**config.mk**
```make
export PLATFORM = sky130hd
export DESIGN_NAME = sarseq_top
export DESIGN_NICKNAME = d
export VERILOG_FILES = /design/src/logic/sarseq_pkg.sv /design/src/logic/sarseq_top.sv /design/src/logic/sarseq_clkgen.sv
export SDC_FILE = /design/constraint.sdc
export NUM_CORES = 1
export LEC_CHECK = 0
export ABC_AREA = 0
export ABC_CLOCK_PERIOD_IN_PS = 7600
export CAP_MARGIN = 40
export CORE_UTILIZATION = 55
export CTS_CLUSTER_DIAMETER = 50
export CTS_CLUSTER_SIZE = 14
export DETAILED_ROUTE_END_ITERATION = 8
export DONT_BUFFER_PORTS = 1
export MAX_ROUTING_LAYER = met4
export PLACE_DENSITY = 0.82
export SLEW_MARGIN = 20
export SYNTH_ARGS = -nofsm -noshare
export SYNTH_HDL_FRONTEND = slang
export SYNTH_HIERARCHICAL = 1
export SYNTH_SLANG_ARGS = --single-unit
export TNS_END_PERCENT = 10
```
**constraint.sdc**
```tcl
create_clock -name mclk_i -period 7.6 [get_ports mclk_i]
set_input_delay 0.38 -clock mclk_i [delete_from_list [all_inputs] [get_ports mclk_i]]
set_output_delay 0.38 -clock mclk_i [all_outputs]
set_load 0.01 [all_outputs]
```
**src/logic/sarseq_pkg.sv**
```systemverilog
/*
 * package for the sar adc track and burst sequencer: field widths,
 * encodings, timing counts and the packed carriers between files.
 * assumes nothing beyond a systemverilog compiler.
 */
package sarseq_pkg;

    // ****************************************************************
    // timing
    // ****************************************************************
    localparam int MCLK_MHZ = 200;
    localparam int BURST_CLK_MHZ = 20;
    // burst clock derived from mclk, rounded down to whole cycles
    localparam int BURST_DIV = MCLK_MHZ / BURST_CLK_MHZ;
    localparam logic [7:0] BURST_DIV_C = 8'(BURST_DIV);
    localparam logic [3:0] LP_TRACK_CLKS = 4'h3;
    localparam logic [3:0] BITS_10 = 4'ha;
    localparam logic [3:0] BITS_8 = 4'h8;
    localparam logic [3:0] CONV_EXTRA = 4'h3;
    localparam logic [2:0] BURST_START_GAP = 3'h4;

    // ****************************************************************
    // widths and codes
    // ****************************************************************
    localparam int ACC_W = 16;
    localparam int CODE_W = 10;
    localparam logic [9:0] CODE_MAX = 10'h3ff;
    localparam int TWELVE_BIT_POS = 7;
    localparam logic [7:0] ACC_CFG_RST = 8'h00;
    localparam logic [6:0] RPT_1 = 7'h01;
    localparam logic [6:0] RPT_4 = 7'h04;

    typedef enum logic [2:0] {
        SARSEQ_RPT1,
        SARSEQ_RPT4,
        SARSEQ_RPT8,
        SARSEQ_RPT16,
        SARSEQ_RPT32,
        SARSEQ_RPT64
    } sarseq_rpt_t;

    // control bits from software
    typedef struct packed {
        logic converter_enable;
        logic burst_enable;
        logic low_power_track_select;
        logic ext_start_select;
        logic gain_select;
        logic eight_bit_enable;
        logic [7:0] accumulator_config_reg;
        logic [4:0] sar_clk_div;
        logic [3:0] powerup_time_field;
        logic [3:0] burst_track_time_field;
        logic [ACC_W-1:0] win_gt_limit;
        logic [ACC_W-1:0] win_lt_limit;
    } sarseq_cfg_t;

    // controls to analog core
    typedef struct packed {
        logic power_up;
        logic track;
        logic convert;
        logic gain_half;
        logic eight_bit;
        logic [1:0] ref_sel;
        logic [1:0] dem_sel;
    } sarseq_ana_t;

    // repeat count field decode, out-of-range codes give one conversion
    function automatic logic [6:0] rpt_count(input logic [2:0] f);
        case (f)
            3'h1: rpt_count = 7'h04;
            3'h2: rpt_count = 7'h08;
            3'h3: rpt_count = 7'h10;
            3'h4: rpt_count = 7'h20;
            3'h5: rpt_count = 7'h40;
            default: rpt_count = 7'h01;
        endcase
    endfunction

endpackage

```
**src/logic/sarseq_top.sv**
```systemverilog
/*
 * sar adc track and burst sequencer: tracking, power-up, burst repeat,
 * accumulation, done flag, window compare, 8 and 12 bit options.
 * assumes the analog core answers each bit decision on core_bit_i
 * during convert, and that software starts come from logic on mclk_i.
 */
`timescale 1ns/1ps
module sarseq_top (
    input wire logic mclk_i,
    input wire logic rst_n_i,
    input wire sarseq_pkg::sarseq_cfg_t cfg_i,
    input wire logic sw_start_i,
    input wire logic ext_convert_start_i,
    input wire logic core_bit_i,
    output sarseq_pkg::sarseq_ana_t ana_o,
    output logic convert_busy_bit_o,
    output logic conversion_done_flag_o,
    output logic window_hit_o,
    output logic [7:0] result_high_byte_o,
    output logic [7:0] result_low_byte_o,
    input wire logic done_clear_i
);

    // ****************************************************************
    // synchroniser and start detection
    // ****************************************************************
    logic ext_s1_r;
    logic ext_s2_r;
    logic ext_s3_r;
    logic sar_en;
    logic burst;
    logic [6:0] rpt;
    logic twelve;
    logic ext_rise;
    logic start;

    always_ff @(posedge mclk_i or negedge rst_n_i) begin
        if (!rst_n_i) begin
            ext_s1_r <= 1'b0;
            ext_s2_r <= 1'b0;
            ext_s3_r <= 1'b0;
        end else begin
            ext_s1_r <= ext_convert_start_i;
            ext_s2_r <= ext_s1_r;
            ext_s3_r <= ext_s2_r;
        end
    end

    assign burst = cfg_i.burst_enable;
    assign rpt = sarseq_pkg::rpt_count(cfg_i.accumulator_config_reg[2:0]);
    // twelve-bit on config bit, burst mode and a repeat of four or more
    assign twelve = cfg_i.accumulator_config_reg[sarseq_pkg::TWELVE_BIT_POS]
        && burst && (rpt >= sarseq_pkg::RPT_4);
    assign ext_rise = ext_s2_r && !ext_s3_r;
    assign start = cfg_i.ext_start_select ? ext_rise : sw_start_i;

    // sar clock enable, burst clock rate in burst mode
    sarseq_clkgen u_clkgen (
        .mclk_i(mclk_i),
        .rst_n_i(rst_n_i),
        .burst_i(burst),
        .div_i(cfg_i.sar_clk_div),
        .sar_en_o(sar_en)
    );

    // ****************************************************************
    // sequencer
    // ****************************************************************
    typedef enum logic [2:0] {
        S_IDLE,
        S_POWERUP,
        S_TRACK,
        S_EXTWAIT,
        S_CONV,
        S_WAIT
    } sarseq_st_t;

    sarseq_st_t st_r, st_nxt;
    logic [7:0] tcnt_r, tcnt_nxt;
    logic [3:0] bit_r, bit_nxt;
    logic [6:0] done_cnt_r, done_cnt_nxt;
    logic [9:0] code_r, code_nxt;
    logic [sarseq_pkg::ACC_W-1:0] acc_r, acc_nxt;
    logic busy_r, busy_nxt;
    logic done_r, done_nxt;
    logic win_r, win_nxt;
    logic [15:0] res_r, res_nxt;
    logic powered_r, powered_nxt;
    logic [3:0] nbits;
    logic [7:0] track_len;
    logic [9:0] code_fin;
    logic [sarseq_pkg::ACC_W-1:0] sum;
    logic [1:0] phase;

    // eight-bit conversion uses two fewer bit cycles
    assign nbits = cfg_i.eight_bit_enable ? sarseq_pkg::BITS_8
                                          : sarseq_pkg::BITS_10;
    // tracking length; low-power tracking adds three
    always_comb begin
        track_len = burst ? {4'h0, cfg_i.burst_track_time_field} : 8'h00;
        if (cfg_i.low_power_track_select) begin
            track_len = track_len + {4'h0, sarseq_pkg::LP_TRACK_CLKS};
        end
        if (track_len == 8'h00) begin
            track_len = 8'h01;
        end
    end

    // low two bits zero in eight-bit mode
    assign code_fin = cfg_i.eight_bit_enable ? {code_r[9:2], 2'b00}
                                             : code_r;
    assign sum = acc_r + {6'h00, code_fin};
    assign phase = done_cnt_r[1:0];

    always_comb begin
        st_nxt = st_r;
        tcnt_nxt = tcnt_r;
        bit_nxt = bit_r;
        done_cnt_nxt = done_cnt_r;
        code_nxt = code_r;
        acc_nxt = acc_r;
        busy_nxt = busy_r;
        done_nxt = done_r;
        win_nxt = win_r;
        res_nxt = res_r;
        // in burst the idle power follows converter enable
        powered_nxt = burst ? (cfg_i.converter_enable || st_r != S_IDLE)
                            : cfg_i.converter_enable;
        if (done_clear_i) begin
            done_nxt = 1'b0;
        end
        unique case (st_r)
            S_IDLE: begin
                // a start opens one conversion or one burst
                if (start && (burst || cfg_i.converter_enable)) begin
                    busy_nxt = 1'b1;
                    tcnt_nxt = 8'h00;
                    if (cfg_i.ext_start_select && !burst
                        && cfg_i.low_power_track_select) begin
                        st_nxt = S_CONV; // rising edge ends tracking
                        bit_nxt = 4'h0;
                        code_nxt = 10'h000;
                    end else if (burst && !powered_r) begin
                        st_nxt = S_POWERUP;
                    end else if (track_len != 8'h00 &&
                                 (burst || cfg_i.low_power_track_select)) begin
                        st_nxt = S_TRACK;
                    end else begin
                        st_nxt = S_CONV;
                        bit_nxt = 4'h0;
                        code_nxt = 10'h000;
                    end
                end
            end
            S_POWERUP: begin
                if (sar_en) begin
                    tcnt_nxt = tcnt_r + 8'h01;
                    if (tcnt_r >= {4'h0, cfg_i.powerup_time_field}) begin
                        st_nxt = S_TRACK;
                        tcnt_nxt = 8'h00;
                    end
                end
            end
            S_TRACK: begin
                if (sar_en) begin
                    tcnt_nxt = tcnt_r + 8'h01;
                    if (tcnt_r + 8'h01 >= track_len) begin
                        st_nxt = S_CONV;
                        bit_nxt = 4'h0;
                        code_nxt = 10'h000;
                    end
                end
            end
            S_EXTWAIT: begin
                // burst with external start: one per rising edge
                if (ext_rise) begin
                    st_nxt = S_TRACK;
                    tcnt_nxt = 8'h00;
                end
            end
            S_CONV: begin
                if (sar_en) begin
                    bit_nxt = bit_r + 4'h1;
                    code_nxt[4'h9 - bit_r] = core_bit_i;
                    if (bit_r + 4'h1 == nbits) begin
                        st_nxt = S_WAIT;
                    end
                end
            end
            S_WAIT: begin
                // accumulate each sample; count to repeat
                acc_nxt = sum;
                done_cnt_nxt = done_cnt_r + 7'h01;
                if (done_cnt_r + 7'h01 >= rpt) begin
                    // busy falls and done sets together
                    st_nxt = S_IDLE;
                    busy_nxt = 1'b0;
                    done_nxt = 1'b1;
                    res_nxt = sum;
                    // eight-bit single sample: msbs fill the high byte
                    if (cfg_i.eight_bit_enable
                        && rpt == sarseq_pkg::RPT_1) begin
                        res_nxt = {sum[9:2], 8'h00};
                    end
                    acc_nxt = 16'h0000;
                    done_cnt_nxt = 7'h00;
                    win_nxt = (sum > cfg_i.win_gt_limit) ||
                              (sum < cfg_i.win_lt_limit);
                end else if (burst && cfg_i.ext_start_select) begin
                    st_nxt = S_EXTWAIT;
                end else if (burst) begin
                    st_nxt = S_TRACK; // back to back
                    tcnt_nxt = 8'h00;
                end else begin
                    st_nxt = S_IDLE; // wait for next start
                    busy_nxt = 1'b0;
                end
            end
            default: begin
                st_nxt = S_IDLE;
            end
        endcase
        // starts while busy are looked at only in S_EXTWAIT, as burst pin edges
        if (!burst && st_r != S_IDLE && st_r != S_CONV
            && st_r != S_WAIT && st_r != S_TRACK) begin
            st_nxt = S_IDLE; // burst dropped mid-sequence
            busy_nxt = 1'b0;
        end
    end

    always_ff @(posedge mclk_i or negedge rst_n_i) begin
        if (!rst_n_i) begin
            st_r <= S_IDLE;
            tcnt_r <= 8'h00;
            bit_r <= 4'h0;
            done_cnt_r <= 7'h00;
            code_r <= 10'h000;
            acc_r <= 16'h0000;
            busy_r <= 1'b0;
            done_r <= 1'b0;
            win_r <= 1'b0;
            res_r <= 16'h0000;
            powered_r <= 1'b0;
        end else begin
            st_r <= st_nxt;
            tcnt_r <= tcnt_nxt;
            bit_r <= bit_nxt;
            done_cnt_r <= done_cnt_nxt;
            code_r <= code_nxt;
            acc_r <= acc_nxt;
            busy_r <= busy_nxt;
            done_r <= done_nxt;
            win_r <= win_nxt;
            res_r <= res_nxt;
            powered_r <= powered_nxt;
        end
    end

    // ****************************************************************
    // analog controls, registered
    // ****************************************************************
    sarseq_pkg::sarseq_ana_t ana_r, ana_nxt;

    always_comb begin
        ana_nxt.power_up = powered_nxt || st_nxt != S_IDLE;
        ana_nxt.track = (st_nxt == S_TRACK) ||
            (!burst && !cfg_i.low_power_track_select && st_nxt != S_CONV) ||
            // low-power external tracking follows the low pin
            (!burst && cfg_i.low_power_track_select &&
             cfg_i.ext_start_select && !ext_s2_r && st_nxt == S_IDLE);
        ana_nxt.convert = st_nxt == S_CONV;
        ana_nxt.gain_half = cfg_i.gain_select;
        ana_nxt.eight_bit = cfg_i.eight_bit_enable;
        // reference and element set step per sample
        ana_nxt.ref_sel = twelve ? phase : 2'b00;
        ana_nxt.dem_sel = twelve ? phase + 2'b01 : 2'b00;
    end

    always_ff @(posedge mclk_i or negedge rst_n_i) begin
        if (!rst_n_i) begin
            ana_r <= '0;
        end else begin
            ana_r <= ana_nxt;
        end
    end

    // four full codes sum to 4092, sixteen to a 14-bit value
    assign ana_o = ana_r;
    assign convert_busy_bit_o = busy_r;
    assign conversion_done_flag_o = done_r;
    assign window_hit_o = win_r;
    assign result_high_byte_o = res_r[15:8];
    // low byte reads zero in eight-bit single-sample mode
    assign result_low_byte_o = res_r[7:0];

endmodule

```
**src/logic/sarseq_clkgen.sv**
```systemverilog
/*
 * sar clock enable generator: one-cycle enable pulses at the sar rate.
 * assumes mclk_i is the only clock; the divided system clock and the
 * burst clock both become enables on it.
 */
`timescale 1ns/1ps
module sarseq_clkgen (
    input wire logic mclk_i,
    input wire logic rst_n_i,
    input wire logic burst_i,
    input wire logic [4:0] div_i,
    output logic sar_en_o
);

    // ****************************************************************
    // divider
    // ****************************************************************
    logic [7:0] cnt_r;
    logic [7:0] cnt_nxt;
    logic [7:0] limit;
    logic en_r;
    logic en_nxt;

    // in burst mode the divider runs from the burst clock period in place of div_i
    always_comb begin
        limit = burst_i ? sarseq_pkg::BURST_DIV_C - 8'h01 : {3'h0, div_i};
        if (cnt_r >= limit) begin
            cnt_nxt = 8'h00;
            en_nxt = 1'b1;
        end else begin
            cnt_nxt = cnt_r + 8'h01;
            en_nxt = 1'b0;
        end
    end

    always_ff @(posedge mclk_i or negedge rst_n_i) begin
        if (!rst_n_i) begin
            cnt_r <= 8'h00;
            en_r <= 1'b0;
        end else begin
            cnt_r <= cnt_nxt;
            en_r <= en_nxt;
        end
    end

    assign sar_en_o = en_r;

endmodule

```
; Word-level counts from Yosys, hierarchy flattened
; Cells that the tools add are included.
[totals]
regBits = 89
output_inout_bits = 28
elab_cells = 187
[op_classes]
n_addsub = 8
order_cmp = 9
n_eq_ne = 32
mux = 69
reduce_logical = 46
[op_table]
columns = operator, count
row1 = 2-to-1 mux 8 bit, 10
row2 = 2-to-1 mux 10 bit, 7
row3 = one-hot mux 8 bit (5 select lines), 1
row4 = 2-to-1 mux 3 bit, 12
row5 = one-hot mux 7 bit (5 select lines), 1
row6 = 2-to-1 mux 16 bit, 2
row7 = 2-to-1 mux 4 bit, 8
row8 = one-hot mux 10 bit (3 select lines), 1
row9 = logical AND 1 bit, 21
row10 = inequality test 3 bit (second input constant), 6
row11 = one-hot mux 3 bit (6 select lines), 1
row12 = adder 16 x 10 -> 16 bit, 1
row13 = adder 8 x 1 -> 8 bit (second input constant), 2
row14 = greater-or-equal comparator 8 bit, 2
row15 = greater-than comparator 16 bit, 1
row16 = less-than comparator 16 bit, 1
row17 = equality test 3 x 2 -> 1 bit (second input constant), 5
row18 = equality test 3 bit (second input constant), 5
row19 = 2-to-1 mux 2 bit, 7
row20 = 2-to-1 mux 1 bit, 12
row21 = inequality test 2 bit (second input constant), 6
row22 = one-hot mux 4 bit (3 select lines), 1
row23 = nonzero test 3 bit, 4
row24 = bitwise mux 10 bit, 1
row25 = other kinds (30), 46

; Logic depth before layout (Yosys ltp)
[depth]
depth_word = 17
mapped_depth = 15

; Cells and area by module
; The synthesis kept the hierarchy.
[modules_own_cells]
columns = module, n_inst, cells_each, area_per_inst_um2
row1 = sarseq_top, 1, 684, 5883.1
row2 = sarseq_clkgen, 1, 44, 484.2

; Worst setup path after synthesis
; OpenSTA, ideal clock, no wires.
[synth_timing]
path_type = input -> register
startpoint = input cfg_i[53] (netlist name)
endpoint = register win_r, in the netlist window_hit_o
setup_ps = 82
t_arrival_ps = 3215
setup_slack_ps = 4303
stages = 13
n_path_buf = 0
cell_sequence = nor2_1 -> ha_1 -> a211oi_1 -> o21bai_1 -> o2111a_1 -> or3_1 -> and2_1 -> ha_1 -> a21o_1 -> nand3_1 -> a21oi_1 -> or4b_2 -> a31oi_1
[synth_between]
elab_chain_cells = 4
[synth_lines]
columns = element, line
row1 = start: declaration, sarseq_top.sv:11  ; input wire sarseq_pkg::sarseq_cfg_t cfg_i,
row2 = 2-to-1 mux 2 bit *, sarseq_top.sv:110  ; assign code_fin = cfg_i.eight_bit_enable ? {code_r[9:2], 2'b00}
row3 = adder 16 x 10 -> 16 bit *, sarseq_top.sv:112  ; assign sum = acc_r + {6'h00, code_fin};
row4 = greater-than comparator 16 bit / less-than comparator 16 bit (equally long branches), "sarseq_top.sv:207, sarseq_top.sv:208"
row5 = logical OR 1 bit *, sarseq_top.sv:207  ; win_nxt = (sum > cfg_i.win_gt_limit) ||
row6 = end signal: assignment, sarseq_top.sv:253  ; win_r <= win_nxt;
row7 = end: declaration, sarseq_top.sv:86  ; logic win_r, win_nxt;
; Every way passes the cells marked *; elsewhere a longest branch is shown, timed or not.
; A chain may end at the register's enable or synchronous reset.

; Final worst setup path
[layout_timing]
startpoint = register code_r[1]
endpoint = register win_r, in the netlist window_hit_o
[layout_between]
elab_chain_cells = 4
[layout_lines]
columns = element, line
row1 = start: declaration, sarseq_top.sv:82  ; logic [9:0] code_r, code_nxt;
row2 = start signal: assignment, sarseq_top.sv:249  ; code_r <= code_nxt;
row3 = 2-to-1 mux 2 bit *, sarseq_top.sv:110
row4 = adder 16 x 10 -> 16 bit *, sarseq_top.sv:112
row5 = greater-than comparator 16 bit / less-than comparator 16 bit (equally long branches), "sarseq_top.sv:207, sarseq_top.sv:208"
row6 = logical OR 1 bit *, sarseq_top.sv:207
; Marks and branches as above.

==> impl_metrics.py <==
metrics = {
    "logic_synthesis": {
        "yosys.area_share.simple_pct": 18.77,
        "synth.area.mux_share_pct": 0.6681,
        "synth_flop_cell": "dfrtp_1",
        "synth_compound_area_share_pct": 21.75,
        "synth.yosys.warnings": 6,
        "synthesis.area_per_instance_um2": 8.746,
        "yosys_register_bits": 89,
        "synthesis.instances": 728,
        "synth.yosys.seq_area_share_pct": 34.98,
        "synth.area.top_cells": "dfrtp_1 (35%), ha_1 (14%), o21ai_0 (4.6%)",
        "synth-adder-area-share_pct": 14.66,
        "post_synth_xor_area_fraction_pct": 3.989,
        "yosys.cell_types.count": 71,
        "synth-async-reset-ratio_pct": 100.0,
        "post_synthesis_instance_area_um2": 6367,
        "synth_enable_flop_cells": 0,
        "main_combinational_cell_family_by_area_after_synthesis": "compound AO/OA/AOI/OAI gates",
        "synth.largest_area_cell": "dfrtp_1",
        "synth_largest_type_area_fraction_pct": 34.98,
    },
    "power": {
        "combPwrFrac_pct": 49.4,
        "intPower_mw": 1.277,
        "power_per_cell_area_nw_per_um2": 344.3,
        "ir_drop_v": 0.0001908,
        "power_switching_share_pct": 45.22,
        "p_leak_nw": 3.237,
        "seq_power_share_pct": 32.9,
        "switching_power_mw": 1.054,
        "pwr-share-clk_pct": 17.7,
    },
    "clocking": {
        "cts-hold-fix-buffers": 2,
        "cts.root.buffer_cell": "clkbuf_16",
        "postCtsSetupRepairBufs": 0,
        "cts_tree": "done",
        "numCtsBuffers": 9,
        "clockBufferDepth": 2,
        "clkSinkCount": 89,
        "cts_repair_resize_count": 0,
        "cts.reportedPaths.clkPinSlew_ps": 60,
        "h-tree-depth": 3,
        "clk-insertion-delay-late_ps": 340,
    },
    "worst_setup_path": {
        "critical_path_depth": 15,
        "worstPathRequired_ps": 7860,
        "critPathKind": "reg2reg",
        "endpoint_kind": "flop",
        "critical_path_buf_inv_count": 2,
        "startpoint_type": "flop",
        "worst_path_largest_cell_delay_ps": 640,
        "crit_arrival_ps": 4250,
        "critPathTopFamily": "simple AND/OR/NAND/NOR gates",
        "cp_cell_sequence": "inv_1 > nor2_1 > ha_1 > a211oi_1 > o21bai_1 > o21ai_0 > xor2_1 > inv_1 > ha_1 > nor4_1 > nand2_1 > a31oi_1 > nor4_1 > or4b_2 > a31oi_1",
        "critical-path-slowest-cell": "or4b_2",
        "worst-path-max-fanout": 4,
        "worst-r2r-cell-count": 15,
        "setup.reg_to_reg.worst_slack_ps": 3620,
    },
    "floorplan": {
        "num_io_pins": 93,
        "floorplan.initialDensity_pct": 57.48,
        "fp.coreArea_um2": 11080,
        "placementRows": 38,
        "chipHeight_um": 109.6,
        "fp.dieArea_um2": 12010,
        "chipWidth_um": 109.6,
    },
    "sta": {
        "timing_worst_slew_pin_value_ps": 799.6,
        "final_hold_viol_count": 0,
        "max_slew_violation_count": 0,
        "timing.final.crit_period_ps": 3985,
        "timing.max_slew.rel_slack_pct": 46.56,
        "rsz_0062_raised_after_global_routing": "false",
        "timing.final.crit_share_pct": 52.43,
        "fin_worst_skew_ps": 4.602,
        "final_layout_setup_total_negative_slack_ps": 0,
        "setup-violations-final": 0,
        "fmax_mhz": 251.0,
    },
    "drt": {
        "vias_per_cell": 6.224,
        "wl_per_cell_um": 16.97,
        "detail-route-antenna-nets": 0,
        "drcViolationCount": 0,
        "routed-via-count": 5371,
        "drtIter0Drc": 346,
        "firstDrtPassIters": 5,
        "wirelength_um": 14640,
    },
    "placed_design": {
        "hpwlAfterDp_um": 11090,
        "buffer_ports.inserted": 0,
        "place.gp.congestion": 0.9656,
    },
    "global_routing": {
        "grt.total_usage_pct": 26.75,
        "met2_usage_in_global_routing_pct": 45.28,
        "number_of_antenna_violations_at_the_first_check_in_global_routing": 0,
        "globalRouteMet3Util_pct": 5.453,
        "grt_overflow_total": 0,
        "grt_start_max_net_pins": 90,
        "first_global_vias": 5289,
        "globalRouteMet1Util_pct": 31.24,
        "grt_pass1_wl_um": 24330,
        "global_route.peak_usage_layer": "met2",
    },
    "cells_and_area": {
        "fin_util_pct": 61.12,
        "multi_input_comb_area_um2": 3817,
        "most-common-layout-cells": "dfrtp_1 (89), nand2_1 (74), ha_1 (73)",
        "final_layout_size_suffix_gt1_share_pct": 4.564,
        "finish.net_count": 859,
        "mostFrequentLayoutCell": "dfrtp_1",
        "filler_instances": 923,
        "seq_area_um2": 2227,
        "num_antenna_cells": 0,
        "area.growth.synth_to_final_pct": 6.347,
    },
    "worst_hold_path": {
        "hold_path_depth": 0,
        "holdCritPathClass": "in2reg",
    },
    "flow_run": {
        "maxCapViolCount": 0,
    },
    "status": {
        "run_status": "complete, no violations",
    },
}
-- per-layer routing --
| layer | vias to the layer above | share of wire, % | wire [µm] |
|---|---|---|---|
| li1 | 2605 | - | - |
| met1 | 2547 | 43 | 6286 |
| met2 | 196 | 48 | 7078 |
| met3 | 23 | 6.8 | 992 |
| met4 | 0 | 1.9 | 284 |
| met5 | - | 0 | 0 |
-- per-stage QoR --
step                setup slack, ps  cell area, µm²  std cells  total power [mW]  hold WS [ps]
CTS                            3632            6771        863             2.325         55.89
global route                   3348            6771        863             2.540         46.81
global placement               3634            6452        846             1.818         86.64
detailed placement             3666            6464        847             1.892         87.00
floorplan                      4303            6371        729             1.610         84.41
finish                         3615            6771        863             2.331         62.26
-- flip-flops by register name (all words and copies together), names as in the netlist --
name / cells
code_r: 10
res_r: 16
window_hit_o: 1
ext_s3_r: 1
bit_r: 4
powered_r: 1
done_cnt_r: 7
st_r: 3
ana_o: 9
acc_r: 16
u_clkgen/cnt_r: 8
conversion_done_flag_o: 1
tcnt_r: 8
convert_busy_bit_o: 1
u_clkgen/sar_en_o: 1
ext_s1_r: 1
ext_s2_r: 1
-- worst register-to-register path: cells and delay by family, from the launching register on --
family / cells / cell delay [ps]
XOR/XNOR: 1 / 450
AO/OA/AOI/OAI: 5 / 1090
adder cells (fa/ha/maj): 2 / 520
AND/OR/NAND/NOR: 5 / 1310
buffers and inverters: 2 / 210
flip-flops: 1 / 320
-- cells by family after synthesis --
| group | count (synthesis) |
|---|---|
| compound gates | 209 |
| xor+xnor | 29 |
| fa+ha+maj | 74 |
| buf+inv | 85 |
| flops | 89 |
| mux | 4 |
| other cells | 1 |
| simple gates | 237 |
-- cells in the mapped netlist, types with 7 or more instances --
master,instances
a21o_1,14
nor2_1,45
a21oi_1,48
dfrtp_1,89
nand2b_1,13
o31ai_1,7
nor2b_1,7
nand4_1,12
nand3_1,22
o21ai_0,59
xnor2_1,18
inv_1,61
clkbuf_1,14
nor3_1,12
nor4_1,8
a22o_1,15
and2_1,12
ha_1,73
nand2_1,74
a211oi_1,16
xor2_1,11
-- power groups by stage --
| stage | Clock [mW] | Combinational [mW] | Sequential [mW] |
|---|---|---|---|
| after floorplan | 0 | 0.889 | 0.720 |
| after global placement | 0 | 1.05 | 0.766 |
| after detailed placement | 0 | 1.12 | 0.772 |
| after CTS | 0.419 | 1.14 | 0.765 |
| after global routing | 0.442 | 1.31 | 0.788 |
| final | 0.413 | 1.15 | 0.766 |
-- final cells by class --
type | instances | area share [%]
multi-input combinational | 555 | 56.37
sequential | 89 | 32.89
clock buffer | 11 | 3.732
inverter | 62 | 3.437
tap | 140 | 2.587
timing repair buffer | 3 | 0.7206
clock inverter | 3 | 0.2587
-- final timing paths --
check	from	end
min in group asynchronous	rst_n_i	acc_r[12]
min reg2reg	ext_s1_r	ext_s2_r
max reg2reg	code_r[1]	window_hit_o
max in group asynchronous	rst_n_i	ana_o[5]
max	code_r[1]	window_hit_o
min	ext_convert_start_i	ext_s1_r
(Power assumes the default switching activity.)
